<file path="src/sptmr_defines.svh">
// Register map, field positions, reset values and timing figures of the supervision timer
`ifndef SPTMR_DEFINES_SVH
`define SPTMR_DEFINES_SVH

`define SPTMR_ADDR_W 8
`define SPTMR_ADDR_CTRL 8'h00
`define SPTMR_ADDR_CMD 8'h04
`define SPTMR_ADDR_EVENT 8'h08
`define SPTMR_ADDR_MASK 8'h0C
`define SPTMR_ADDR_STATE 8'h10
`define SPTMR_ADDR_COUNT 8'h14

`define SPTMR_CTRL_EN_BIT 0
`define SPTMR_CTRL_PS_LSB 1
`define SPTMR_CTRL_PS_MSB 5
`define SPTMR_PS_W 5
`define SPTMR_PS_RESET 5'h0B
`define SPTMR_PS_MAX 5'h12

`define SPTMR_CMD_CLR_BIT 0

`define SPTMR_EV_W 2
`define SPTMR_EV_AWAKE 0
`define SPTMR_EV_SLEEP 1

`define SPTMR_ST_EXPIRY 0
`define SPTMR_ST_SLEPT 1
`define SPTMR_ST_ACTIVE 2
`define SPTMR_ST_SLEEP 3

`define SPTMR_CNT_W 19
`define SPTMR_OSC_KHZ 31
`define SPTMR_UNIT_MS 1

`endif

</file>
<file path="src/sptmr_pkg.sv">
// Types shared by the supervision timer modules
package sptmr_pkg;

    typedef enum logic [1:0] {
        SPTMR_MODE_OFF = 2'h0,
        SPTMR_MODE_SW = 2'h1,
        SPTMR_MODE_AWAKE = 2'h2,
        SPTMR_MODE_ON = 2'h3
    } sptmr_mode_e;

    typedef enum logic [1:0] {
        SPTMR_RUN = 2'b01,
        SPTMR_HOLD = 2'b10
    } sptmr_state_e;

endpackage : sptmr_pkg

</file>
<file path="src/sptmr_top.sv">
// Supervision timer with APB registers, sleep handling and time-out reset or wake
//
// Notes on behaviour
// Counter advances on ticks of the slow internal oscillator, 1 ms unit.
// Mode 11: timer always active, also during sleep.
// Mode 10: active while awake, disabled during sleep.
// Mode 01: software enable bit decides; sleep does not change it.
// Mode 00: timer disabled whatever the enable bit or sleep state.
// Prescale field selects period from 1 ms to 256 s.
// After reset, prescale gives a two second period.
// Counter cleared on reset, clear instruction, sleep entry/exit, oscillator fail, disable.
// Wake with crystal clock holds counter clear until start-up timer ends.
// After sleep-entry clear, counting resumes if still enabled in sleep.
// Time-out in sleep wakes the device, no reset, updates both flags.
// Changing the internal oscillator divider leaves the counter alone.
// Time-out while awake and active resets the device, clears expiry flag.
`timescale 1ns/1ps
`include "sptmr_defines.svh"

module sptmr_top import sptmr_pkg::*; #(
    parameter int CNT_W = `SPTMR_CNT_W,
    parameter int TICKS_PER_UNIT = `SPTMR_OSC_KHZ * `SPTMR_UNIT_MS
) (
    input wire logic pclk, // APB and system clock
    input wire logic presetn, // async reset, active low
    input wire logic psel, // APB select
    input wire logic penable, // APB access phase
    input wire logic pwrite, // APB direction
    input wire logic [`SPTMR_ADDR_W-1:0] paddr, // APB byte address
    input wire logic [31:0] pwdata, // APB write data
    output logic [31:0] prdata, // APB read data
    output logic pready, // APB ready
    output logic pslverr, // APB error on unmapped address
    input wire logic low_freq_internal_osc, // slow oscillator level
    input wire logic [1:0] watchdog_mode_config, // configuration mode field
    input wire logic sleep_mode, // device is in sleep
    input wire logic clear_watchdog_instr, // clear instruction executed, pulse
    input wire logic osc_fail, // oscillator failure detected
    input wire logic crystal_clock_sel, // crystal system clock mode selected
    input wire logic osc_startup_timer, // start-up timer running
    output logic reset_req, // device reset request, pulse
    output logic wake_req, // wake from sleep request, pulse
    output logic expiry_flag, // low after a time-out
    output logic sleep_entered_flag, // low after sleep entry or sleep time-out
    output logic irq // level interrupt
);

    generate
        if (CNT_W < `SPTMR_PS_MAX + 1 || CNT_W > 32) begin : g_bad_width
            $error("CNT_W must cover the largest prescale and fit the read data");
        end
    endgenerate

    function automatic logic [CNT_W-1:0] last_count(input logic [`SPTMR_PS_W-1:0] ps);
        last_count = (CNT_W'(1) << ps) - CNT_W'(1);
    endfunction : last_count

    function automatic logic mode_active(input sptmr_mode_e mode, input logic en, input logic slp);
        unique case (mode)
            SPTMR_MODE_ON: mode_active = 1'b1;
            SPTMR_MODE_AWAKE: mode_active = ~slp;
            SPTMR_MODE_SW: mode_active = en;
            SPTMR_MODE_OFF: mode_active = 1'b0;
        endcase
    endfunction : mode_active

    ////////////////////////////////////////////////////////////////////////////
    // Declarations

    logic sw_en;
    logic [`SPTMR_PS_W-1:0] ps;
    logic [`SPTMR_EV_W-1:0] events;
    logic [`SPTMR_EV_W-1:0] next_events;
    logic [`SPTMR_EV_W-1:0] mask;
    logic [`SPTMR_EV_W-1:0] rd_events;
    logic [CNT_W-1:0] cnt;
    logic sleep_q;
    sptmr_state_e state;
    logic unit_tick;
    logic active;
    logic sleep_enter;
    logic sleep_exit;
    logic cmd_clr;
    logic clr_cnt;
    logic timeout;
    logic wr_acc;
    logic rd_acc;
    logic setup;
    logic mapped;

    ////////////////////////////////////////////////////////////////////////////
    // APB slave, zero wait states

    assign setup = psel & ~penable;
    assign wr_acc = psel & penable & pready & pwrite;
    assign rd_acc = psel & penable & pready & ~pwrite;
    assign mapped = (paddr == `SPTMR_ADDR_CTRL) || (paddr == `SPTMR_ADDR_CMD) ||
                    (paddr == `SPTMR_ADDR_EVENT) || (paddr == `SPTMR_ADDR_MASK) ||
                    (paddr == `SPTMR_ADDR_STATE) || (paddr == `SPTMR_ADDR_COUNT);
    assign cmd_clr = wr_acc && (paddr == `SPTMR_ADDR_CMD) && pwdata[`SPTMR_CMD_CLR_BIT];

    always_ff @(posedge pclk or negedge presetn) begin
        if (!presetn) begin
            pready <= 1'b0;
            pslverr <= 1'b0;
        end else begin
            pready <= setup;
            pslverr <= setup & ~mapped;
        end
    end

    // Read data is captured in the setup cycle; the event bits captured are the only ones a read clears
    always_ff @(posedge pclk or negedge presetn) begin
        if (!presetn) begin
            prdata <= 32'h0;
            rd_events <= '0;
        end else if (setup && !pwrite) begin
            prdata <= 32'h0;
            rd_events <= '0;
            unique case (paddr)
                `SPTMR_ADDR_CTRL: begin
                    prdata[`SPTMR_CTRL_EN_BIT] <= sw_en;
                    prdata[`SPTMR_CTRL_PS_MSB:`SPTMR_CTRL_PS_LSB] <= ps;
                end
                `SPTMR_ADDR_EVENT: begin
                    prdata[`SPTMR_EV_W-1:0] <= events;
                    rd_events <= events;
                end
                `SPTMR_ADDR_MASK: prdata[`SPTMR_EV_W-1:0] <= mask;
                `SPTMR_ADDR_STATE: begin
                    prdata[`SPTMR_ST_EXPIRY] <= expiry_flag;
                    prdata[`SPTMR_ST_SLEPT] <= sleep_entered_flag;
                    prdata[`SPTMR_ST_ACTIVE] <= active;
                    prdata[`SPTMR_ST_SLEEP] <= sleep_q;
                end
                `SPTMR_ADDR_COUNT: prdata[CNT_W-1:0] <= cnt;
                default: prdata <= 32'h0;
            endcase
        end else begin
            prdata <= 32'h0;
            rd_events <= '0;
        end
    end

    ////////////////////////////////////////////////////////////////////////////
    // Control register

    always_ff @(posedge pclk or negedge presetn) begin
        if (!presetn) begin
            sw_en <= 1'b0;
            ps <= `SPTMR_PS_RESET;
        end else if (wr_acc && paddr == `SPTMR_ADDR_CTRL) begin
            sw_en <= pwdata[`SPTMR_CTRL_EN_BIT];
            // Periods beyond 256 s are not offered; larger codes saturate
            if (pwdata[`SPTMR_CTRL_PS_MSB:`SPTMR_CTRL_PS_LSB] > `SPTMR_PS_MAX) begin
                ps <= `SPTMR_PS_MAX;
            end else begin
                ps <= pwdata[`SPTMR_CTRL_PS_MSB:`SPTMR_CTRL_PS_LSB];
            end
        end
    end

    always_ff @(posedge pclk or negedge presetn) begin
        if (!presetn) begin
            mask <= '0;
        end else if (wr_acc && paddr == `SPTMR_ADDR_MASK) begin
            mask <= pwdata[`SPTMR_EV_W-1:0];
        end
    end

    ////////////////////////////////////////////////////////////////////////////
    // Sleep tracking and post-wake hold

    assign sleep_enter = sleep_mode & ~sleep_q;
    assign sleep_exit = ~sleep_mode & sleep_q;
    assign active = mode_active(sptmr_mode_e'(watchdog_mode_config), sw_en, sleep_q);

    always_ff @(posedge pclk or negedge presetn) begin
        if (!presetn) begin
            sleep_q <= 1'b0;
        end else begin
            sleep_q <= sleep_mode;
        end
    end

    always_ff @(posedge pclk or negedge presetn) begin
        if (!presetn) begin
            state <= SPTMR_RUN;
        end else begin
            unique case (state)
                SPTMR_RUN: if (sleep_exit && crystal_clock_sel) begin
                    state <= SPTMR_HOLD;
                end
                SPTMR_HOLD: if (!osc_startup_timer) begin
                    state <= SPTMR_RUN;
                end
                default: state <= SPTMR_RUN;
            endcase
        end
    end

    ////////////////////////////////////////////////////////////////////////////
    // Time-out counter

    // No divider-select term here: retuning the system oscillator must not clear the count -
    assign clr_cnt = clear_watchdog_instr | cmd_clr | sleep_enter | sleep_exit | osc_fail |
                     ~active | (state == SPTMR_HOLD);
    assign timeout = active & unit_tick & ~clr_cnt & (cnt == last_count(ps));

    sptmr_tick #(
        .TICKS_PER_UNIT(TICKS_PER_UNIT)
    ) u_tick (
        .pclk(pclk),
        .presetn(presetn),
        .low_freq_internal_osc(low_freq_internal_osc),
        .restart(clr_cnt | timeout),
        .unit_tick(unit_tick)
    );

    // After a sleep-entry clear the count simply resumes when still active -
    always_ff @(posedge pclk or negedge presetn) begin
        if (!presetn) begin
            cnt <= '0;
        end else if (clr_cnt || timeout) begin
            cnt <= '0;
        end else if (unit_tick) begin
            cnt <= cnt + 1'b1;
        end
    end

    ////////////////////////////////////////////////////////////////////////////
    // Time-out effects and status flags

    always_ff @(posedge pclk or negedge presetn) begin
        if (!presetn) begin
            reset_req <= 1'b0;
            wake_req <= 1'b0;
        end else begin
            reset_req <= timeout & ~sleep_q;
            wake_req <= timeout & sleep_q;
        end
    end

    // Flags idle high; the clear instruction restores both unless sleep entry falls in the same cycle
    always_ff @(posedge pclk or negedge presetn) begin
        if (!presetn) begin
            expiry_flag <= 1'b1;
            sleep_entered_flag <= 1'b1;
        end else if (timeout) begin
            expiry_flag <= 1'b0;
            sleep_entered_flag <= sleep_entered_flag & ~sleep_q;
        end else if (sleep_enter) begin
            sleep_entered_flag <= 1'b0;
        end else if (clear_watchdog_instr || cmd_clr) begin
            expiry_flag <= 1'b1;
            sleep_entered_flag <= 1'b1;
        end
    end

    always_comb begin
        next_events = events;
        if (rd_acc && paddr == `SPTMR_ADDR_EVENT) begin
            next_events = events & ~rd_events;
        end
        // A new event wins over the read-clear in the same cycle
        next_events[`SPTMR_EV_AWAKE] = next_events[`SPTMR_EV_AWAKE] | (timeout & ~sleep_q);
        next_events[`SPTMR_EV_SLEEP] = next_events[`SPTMR_EV_SLEEP] | (timeout & sleep_q);
    end

    always_ff @(posedge pclk or negedge presetn) begin
        if (!presetn) begin
            events <= '0;
            irq <= 1'b0;
        end else begin
            events <= next_events;
            irq <= |(next_events & mask);
        end
    end
endmodule : sptmr_top

</file>
<file path="src/sptmr_tick.sv">
// Unit tick generator counting edges of the low-frequency internal oscillator
`timescale 1ns/1ps
`include "sptmr_defines.svh"

module sptmr_tick import sptmr_pkg::*; #(
    parameter int TICKS_PER_UNIT = `SPTMR_OSC_KHZ * `SPTMR_UNIT_MS
) (
    input wire logic pclk, // system clock
    input wire logic presetn, // async reset, active low
    input wire logic low_freq_internal_osc, // oscillator level, sampled
    input wire logic restart, // restart the unit phase
    output logic unit_tick // one pulse per time unit
);

    localparam int DW = (TICKS_PER_UNIT > 1) ? $clog2(TICKS_PER_UNIT) : 1;
    localparam logic [DW-1:0] LAST = DW'(TICKS_PER_UNIT - 1);

    generate
        if (TICKS_PER_UNIT < 1) begin : g_bad_ticks
            $error("TICKS_PER_UNIT must be at least one");
        end
    endgenerate

    logic osc_q;
    logic [DW-1:0] div;
    logic osc_edge;

    assign osc_edge = low_freq_internal_osc & ~osc_q;

    always_ff @(posedge pclk or negedge presetn) begin
        if (!presetn) begin
            osc_q <= 1'b0;
        end else begin
            osc_q <= low_freq_internal_osc;
        end
    end

    // Time base comes only from the slow oscillator, never from pclk itself -
    always_ff @(posedge pclk or negedge presetn) begin
        if (!presetn) begin
            div <= '0;
            unit_tick <= 1'b0;
        end else if (restart) begin
            div <= '0;
            unit_tick <= 1'b0;
        end else if (osc_edge) begin
            div <= (div == LAST) ? '0 : div + 1'b1;
            unit_tick <= (div == LAST);
        end else begin
            unit_tick <= 1'b0;
        end
    end
endmodule : sptmr_tick

</file>
<file path="config.mk">
export PLATFORM = sky130hd
export DESIGN_NAME = sptmr_top
export DESIGN_NICKNAME = d
export VERILOG_FILES = /design/src/sptmr_pkg.sv /design/src/sptmr_top.sv /design/src/sptmr_tick.sv
export VERILOG_INCLUDE_DIRS = /design/src
export SDC_FILE = /design/constraint.sdc
export NUM_CORES = 1
export LEC_CHECK = 0
export CORE_MARGIN = 5
export CORE_UTILIZATION = 55
export DETAILED_ROUTE_END_ITERATION = 6
export DONT_BUFFER_PORTS = 1
export GPL_TIMING_DRIVEN = 0
export HOLD_SLACK_MARGIN = 0.12
export PLACE_DENSITY = 0.74
export SYNTH_ARGS = -nofsm -noshare
export SYNTH_HDL_FRONTEND = slang
export SYNTH_HIERARCHICAL = 1
export SYNTH_SLANG_ARGS = --single-unit
</file>
<file path="constraint.sdc">
create_clock -name pclk -period 8 [get_ports pclk]
set_clock_uncertainty 0.1 [all_clocks]
set_input_delay 1.6 -clock pclk [delete_from_list [all_inputs] [get_ports pclk]]
set_output_delay 1.6 -clock pclk [all_outputs]
set_load 0.005 [all_outputs]
</file>
==> impl_results.md, run 1 <==
- Outcome: complete, no violations
- Synth Flop Type: dfrtp_1
- Antenna violations before repair: 0
- CP required: 8.15 ns
- Fmax: 0.230 GHz
- Unique cell type count in the Yosys netlist: 63
- Reg area: 0.00168 sq mm
- Worst Setup Start Kind: register
- Number of synthesized flops with an enable pin: 0
- Depth of the CTS H-tree: 3
- Syn_area_per_cell: 9.08 sq um
- Post-CTS sizing: 0
- CTS Hold Buffers Added: 0
- Top cell type by total area after synthesis: dfrtp_1
- Max_cap viols: 0
- Fin cells: 566
- # IOs: 92
- PwrDens: 151 mW/mm^2
- Total CTS buffers: 9
- Synthesis warning total: 6
- Setup Crit Path Kind: register to register
- Clock latency on the worst-skew pair: 0.34 ns
- Post-CTS Repair Setup Buffers: 0
- Setup_tns: 0 ns
- Root buffer cell: clkbuf_8
- Number of remaining DRC errors: 0
- Placer Congestion: 1.01
- Hold Crit Class: register to register
- Net count, final: 519
- Synth Instances: 439
- Layout fillers: 647
- Slew margin rel.: 0.486
- Tmin final: 4.34 ns
- Register bit total from synthesis: 67
- Detailed Route WL: 9350 um
- Post-route antenna net violation count: 0
- Core ar.: 0.00714 sq mm
- Crit-path max FO: 10
- Dpl hpwl: 7060 um
- Top-area cell type share of the netlist area: 0.383
- Total global-route track usage: 0.222
- Via density: 5.77
- First-pass GRT wire length: 15600 um
- Via count: 3264
- Ys async rst share: 1.00
- Clock transition at the registers of the reported paths: 0.07 ns
- CTS Buffer Depth: 2
- # rows: 31
- Placed Instances: 550
- Final setup violation count: 0
- Pre-antenna DRT Iters: 5
- Synth top area cells: dfrtp_1 38%, dfstp_2 4.0%, xor2_1 3.7%
- Grt ovf: 0
- Crit. End Element: register
- Hold Vio Cnt, Final: 0
- Worst slew pin tran: 0.769 ns
- Violation count after the first detailed-route iteration: 269
- RSZ-0062 raised after global routing: false
- Crit path DAT: 4.49 ns
- DIE AREA: 0.00905 sq mm
- Port Buffers: 0
- Mapped Area: 0.00399 sq mm
- Multi-input logic area: 0.00208 sq mm
- Die Y: 95.1 um
- Clock Sinks: 67
- Die X: 95.1 um
- Post-DR wirelength/cell: 16.5 um
- Vias in the first global route: 3136
- Worst VDD drop: 0.000108 V
- TritonCTS clock tree: done
- Leak: 1.86 nW
- Synthesis-to-layout area growth: 9.35%
- Largest net degree at the start of global routing: 68
- Diode count: 0
- Starting density of the core: 0.559
- Register area share after synthesis: 0.422
- Layout cells sized above 1: 0.143
- Tcrit/Tclk final: 0.542
- Max-slew violations: 0
cell type report:
| type | count | share of cell area |
|---|---|---|
| multi-input combinational | 334 | 0.477 |
| clock buffer | 12 | 0.0356 |
| clock inverter | 4 | 0.0112 |
| inverter | 10 | 0.00861 |
| sequential | 67 | 0.386 |
| tap | 99 | 0.0284 |
| buffer | 40 | 0.0525 |
final timing paths:
check	from	endpoint	slack, ns	cells past startpoint
setup / recovery	ps[0]	irq	3.66	12
hold / removal	events[1]	rd_events[1]	0.43	1
setup reg to reg	ps[0]	irq	3.66	12
hold reg to reg	events[1]	rd_events[1]	0.43	1
max in group asynchronous	presetn	state[0]	6.77	0
min in group asynchronous	presetn	prdata[12]	0.84	0
critical path, stage by stage (launching register included):
cell	delay [ns]
dfstp_2	0.53
clkbuf_1	0.33
clkbuf_1	0.46
nand3_1	0.14
ha_1	0.30
clkbuf_1	0.25
nor4b_1	0.40
a21oi_1	0.07
o21ai_0	0.34
xnor2_1	0.20
nand4_1	0.26
or4_1	0.63
o21ai_0	0.25
state kept, by name, indices dropped and copies added, names as in the netlist:
signal and flops:
mask 2, events 2, pslverr 1, u_tick/div 5, sw_en 1, rd_events 2, sleep_entered_flag 1, state 2
irq 1, prdata 19, cnt 19, pready 1, reset_req 1, wake_req 1, ps 5, u_tick/osc_q 1
u_tick/unit_tick 1, sleep_q 1, expiry_flag 1
cells in the mapped netlist (all sizes together) (7+ instances only):
cell,instances
a21oi,22
a31oi,7
and2,16
buf,20
clkbuf,20
dfrtp,61
inv,10
nand2,37
nand2b,7
nand3,15
nand4,10
nor2,48
nor2b,11
nor3,13
nor3b,8
o21ai,18
xnor2,10
xor2,17
through the flow:
stage	setup WS, ns	area, sq um	utilization	hold slack, ns	power, W
after CTS	3.71	4360	0.611	0.430	0.000667
after floorplan	4.49	4030	-	0.370	0.000374
after detailed placement	3.76	4160	0.582	0.409	0.000379
final	3.66	4360	0.611	0.432	0.000659
after global placement	3.76	4160	0.582	0.414	0.000378
after global routing	3.29	4360	0.611	0.463	0.000686
where the power goes:
part           leakage [nW]  internal [W]  switching [W]
Clock                 0.106      0.000160       0.000125
Sequential            0.908      0.000342     0.00000164
Combinational         0.850     0.0000132      0.0000167
Total                  1.86      0.000515       0.000144
metal layers:
| layer | global-route usage | vias to the layer above | wire [um] |
|---|---|---|---|
| met2 | 0.332 | 120 | 4370 |
| met4 | 0.0889 | 0 | 269 |
| met5 | 0 | - | 0 |
| met3 | 0.0679 | 19 | 559 |
| met1 | 0.300 | 1562 | 4150 |
| li1 | - | 1563 | - |
cell families (layout without fill, tap and decap cells):
group,after synthesis,count (layout),share of synthesized area
compound gates,86,86,0.147
other cells,1,13,0.000940
simple gates,194,194,0.265
mux,10,10,0.0264
xor+xnor,27,27,0.0593
fa+ha+maj,4,4,0.0126
flops,67,67,0.422
buf+inv,50,66,0.0668
placed cells by master (no fill, tap or decap), types with 6 or more instances in the layout:
| cell type | count |
|---|---|
| a21oi_1 | 22 |
| a31oi_1 | 7 |
| and2_1 | 16 |
| and3_1 | 6 |
| buf_4 | 13 |
| clkbuf_1 | 21 |
| clkbuf_8 | 11 |
| conb_1 | 13 |
| dfrtp_1 | 61 |
| dfstp_2 | 6 |
| inv_1 | 10 |
| mux2i_1 | 6 |
| nand2_1 | 37 |
| nand2b_1 | 6 |
| nand3_1 | 15 |
| nand4_1 | 10 |
| nor2_1 | 29 |
| nor2_2 | 19 |
| nor2b_1 | 11 |
| nor3_1 | 13 |
| nor3b_1 | 8 |
| o21ai_0 | 18 |
| xnor2_1 | 10 |
| xor2_1 | 17 |
No activity file was read; power rests on OpenSTA's default activity.
==> run 2, diff against run 1 <==
- PLACE_DENSITY: 0.74 -> 0.77
- clock period: 8 -> 3.8 ns (I/O delays scaled with it)
==> impl_results.md, run 2 (synthesis results as in run 1) <==
- Crit path DAT: 3.80 ns (-0.69 ns)
- Fin cells: 567 (+0.18%)
- Port Buffers: 0 (unchanged)
- Crit-path max FO: 10 (unchanged)
- PwrDens: 325 mW/mm^2 (+120%)
- Leading cell type in the layout, fill and taps excluded: dfrtp_1
- Die X: 95.1 um (unchanged)
- Post-DR wirelength/cell: 16.9 um (+2.5%)
- Total power draw: 0.00144 W (+120%)
- Pre-antenna DRT Iters: 5 (unchanged)
- First-pass GRT wire length: 15300 um (-1.6%)
- Tmin final: 3.63 ns (-0.711 ns)
- Final hold slack: 0.157 ns (-0.275 ns)
- Antenna violations before repair: 0 (unchanged)
- Violation count after the first detailed-route iteration: 257 (-4.5%)
- Diode count: 0 (unchanged)
- Crit. End Element: register
- Root buffer cell: clkbuf_8
- # IOs: 92 (unchanged)
- Fmax: 0.276 GHz (+20%)
- Vias in the first global route: 3114 (-0.70%)
- Hold Crit Class: primary input to async pin
- Max-slew violations: 0 (unchanged)
- RSZ-0062 raised after global routing: false
- Metal2 WL: 4550 um (+4.1%)
- Total global-route track usage: 0.221 (-0.00106)
- Starting density of the core: 0.559 (unchanged)
- Synthesis-to-layout area growth: 10.6%
- Routed wl met3: 752 um (+35%)
- Most frequent cells in the layout: 61 x dfrtp_1, 37 x nand2_1, 29 x nor2_1, 22 x a21oi_1, 19 x nor2_2
- Placer Congestion: 0.917 (-9.4%)
- Hold Vio Cnt, Final: 0 (unchanged)
- Top Layer Used: met4
- Via count: 3342 (+2.4%)
- Clock latency on the worst-skew pair: 0.35 ns (about the same)
- Top Registers: cnt x19, prdata x19
- Clock Sinks: 67 (unchanged)
- TritonCTS clock tree: done
- CP required: 3.97 ns (-4.18 ns)
- Max_cap viols: 0 (unchanged)
- Post-route antenna net violation count: 0 (unchanged)
- DIE AREA: 0.00905 sq mm (unchanged)
- Leak: 1.90 nW (+2.0%)
- Detailed Route WL: 9600 um (+2.7%)
- Dpl hpwl: 6960 um (-1.5%)
- M1 WL: 4100 um (-1.3%)
- Largest net degree at the start of global routing: 62 (-8.8%)
- Clock transition at the registers of the reported paths: 0.08 ns (about the same)
- Setup_tns: 0 ns (unchanged)
- Total CTS buffers: 9 (unchanged)
- Outcome: complete, no violations
- Worst Setup Start Kind: register
- Setup Crit Path Kind: register to register
- Final setup violation count: 0 (unchanged)
- # rows: 31 (unchanged)
- Via density: 5.89 (+2.2%)
- Slew margin rel.: 0.535 (+0.0484)
- Depth of the CTS H-tree: 3 (unchanged)
- Number of remaining DRC errors: 0 (unchanged)
- Cell Area, Placed: 0.00416 sq mm (unchanged)
- Worst slew pin tran: 0.696 ns (-0.0724 ns)
- Reg2Reg Depth: 12 (unchanged)
- Net count, final: 520 (+0.19%)
- Tcrit/Tclk final: 0.955 (+0.412)
- Grt ovf: 0 (unchanged)
- Layout cells sized above 1: 0.160 (+0.0168)
- Worst VDD drop: 0.000283 V (+160%)
- Fin area: 0.00441 sq mm (+1.1%)
- Core ar.: 0.00714 sq mm (unchanged)
- Placed Instances: 550 (unchanged)
- Die Y: 95.1 um (unchanged)
- CTS Buffer Depth: 2 (unchanged)
-- run 2: cell types whose count changed in the layout (fill, tap and decap cells not counted), sizes merged --
cell      before  now
clkbuf        32   28
clkinv         3    2
bufinv         1    2
buf           20   24
clkinvlp       0    1
-- run 2: path summary, 6_finish.rpt --
kind	start	end	slack, ns
max	ps[0]	irq	0.17
min	presetn	ps[3]	0.16
max reg2reg	ps[0]	irq	0.17
min reg2reg	events[1]	rd_events[1]	0.44
max in group asynchronous	presetn	reset_req	3.15
min in group pclk	low_freq_internal_osc	u_tick/osc_q	0.34
-- run 2: area by class of cell --
cell class                      count  area (sq um)
Clock buffer                       11           131
Buffer                             39           233
Clock inverter                      5          77.6
Sequential cell                    67          1680
Multi-Input combinational cell    334          2090
Timing Repair Buffer                2          35.0
Inverter                           10          37.5
Tap cell                           99           124
Fill cell                         620          2730
-- run 2: timing repair --
action	CTS	global route
setup buffers	0	1
endpoints found under the setup margin	30	30
hold buffers	1	0
pin swaps	0	1
resized for setup	6	5
endpoints found under the hold margin	61	0
-- run 2: power breakdown --
part | total [W] | switching, W | internal [W] | leakage [nW]
logic | 0.0000784 | 0.0000472 | 0.0000312 | 0.891
registers | 0.000722 | 0.00000349 | 0.000719 | 0.908
clock network | 0.000634 | 0.000267 | 0.000368 | 0.103
-- run 2: per-stage QoR --
step | utilization | setup slack, ns
6_report | 0.618 | 0.173
5_1_grt | 0.618 | 0.00261
4_1_cts | 0.617 | 0.113
3_5_place_dp | 0.582 | -0.310
3_3_place_gp | 0.582 | -0.255
2_1_floorplan | - | 0.360
-- run 2: critical path, cell delays in order (launching register included) --
cell	delay, ns
dfstp_2	0.54
clkbuf_2	0.21
buf_2	0.28
nand3_1	0.11
ha_1	0.27
clkbuf_2	0.22
nor4b_2	0.32
a22oi_1	0.12
o21ai_1	0.17
xor2_1	0.12
a311o_1	0.36
or4_1	0.55
o21ai_0	0.19
-- run 2: layer usage --
layer | vias to the layer above | track usage
met5 | - | 0
met1 | 1614 | 0.301
met2 | 143 | 0.336
met4 | 0 | 0.0853
li1 | 1562 | -
met3 | 23 | 0.0592
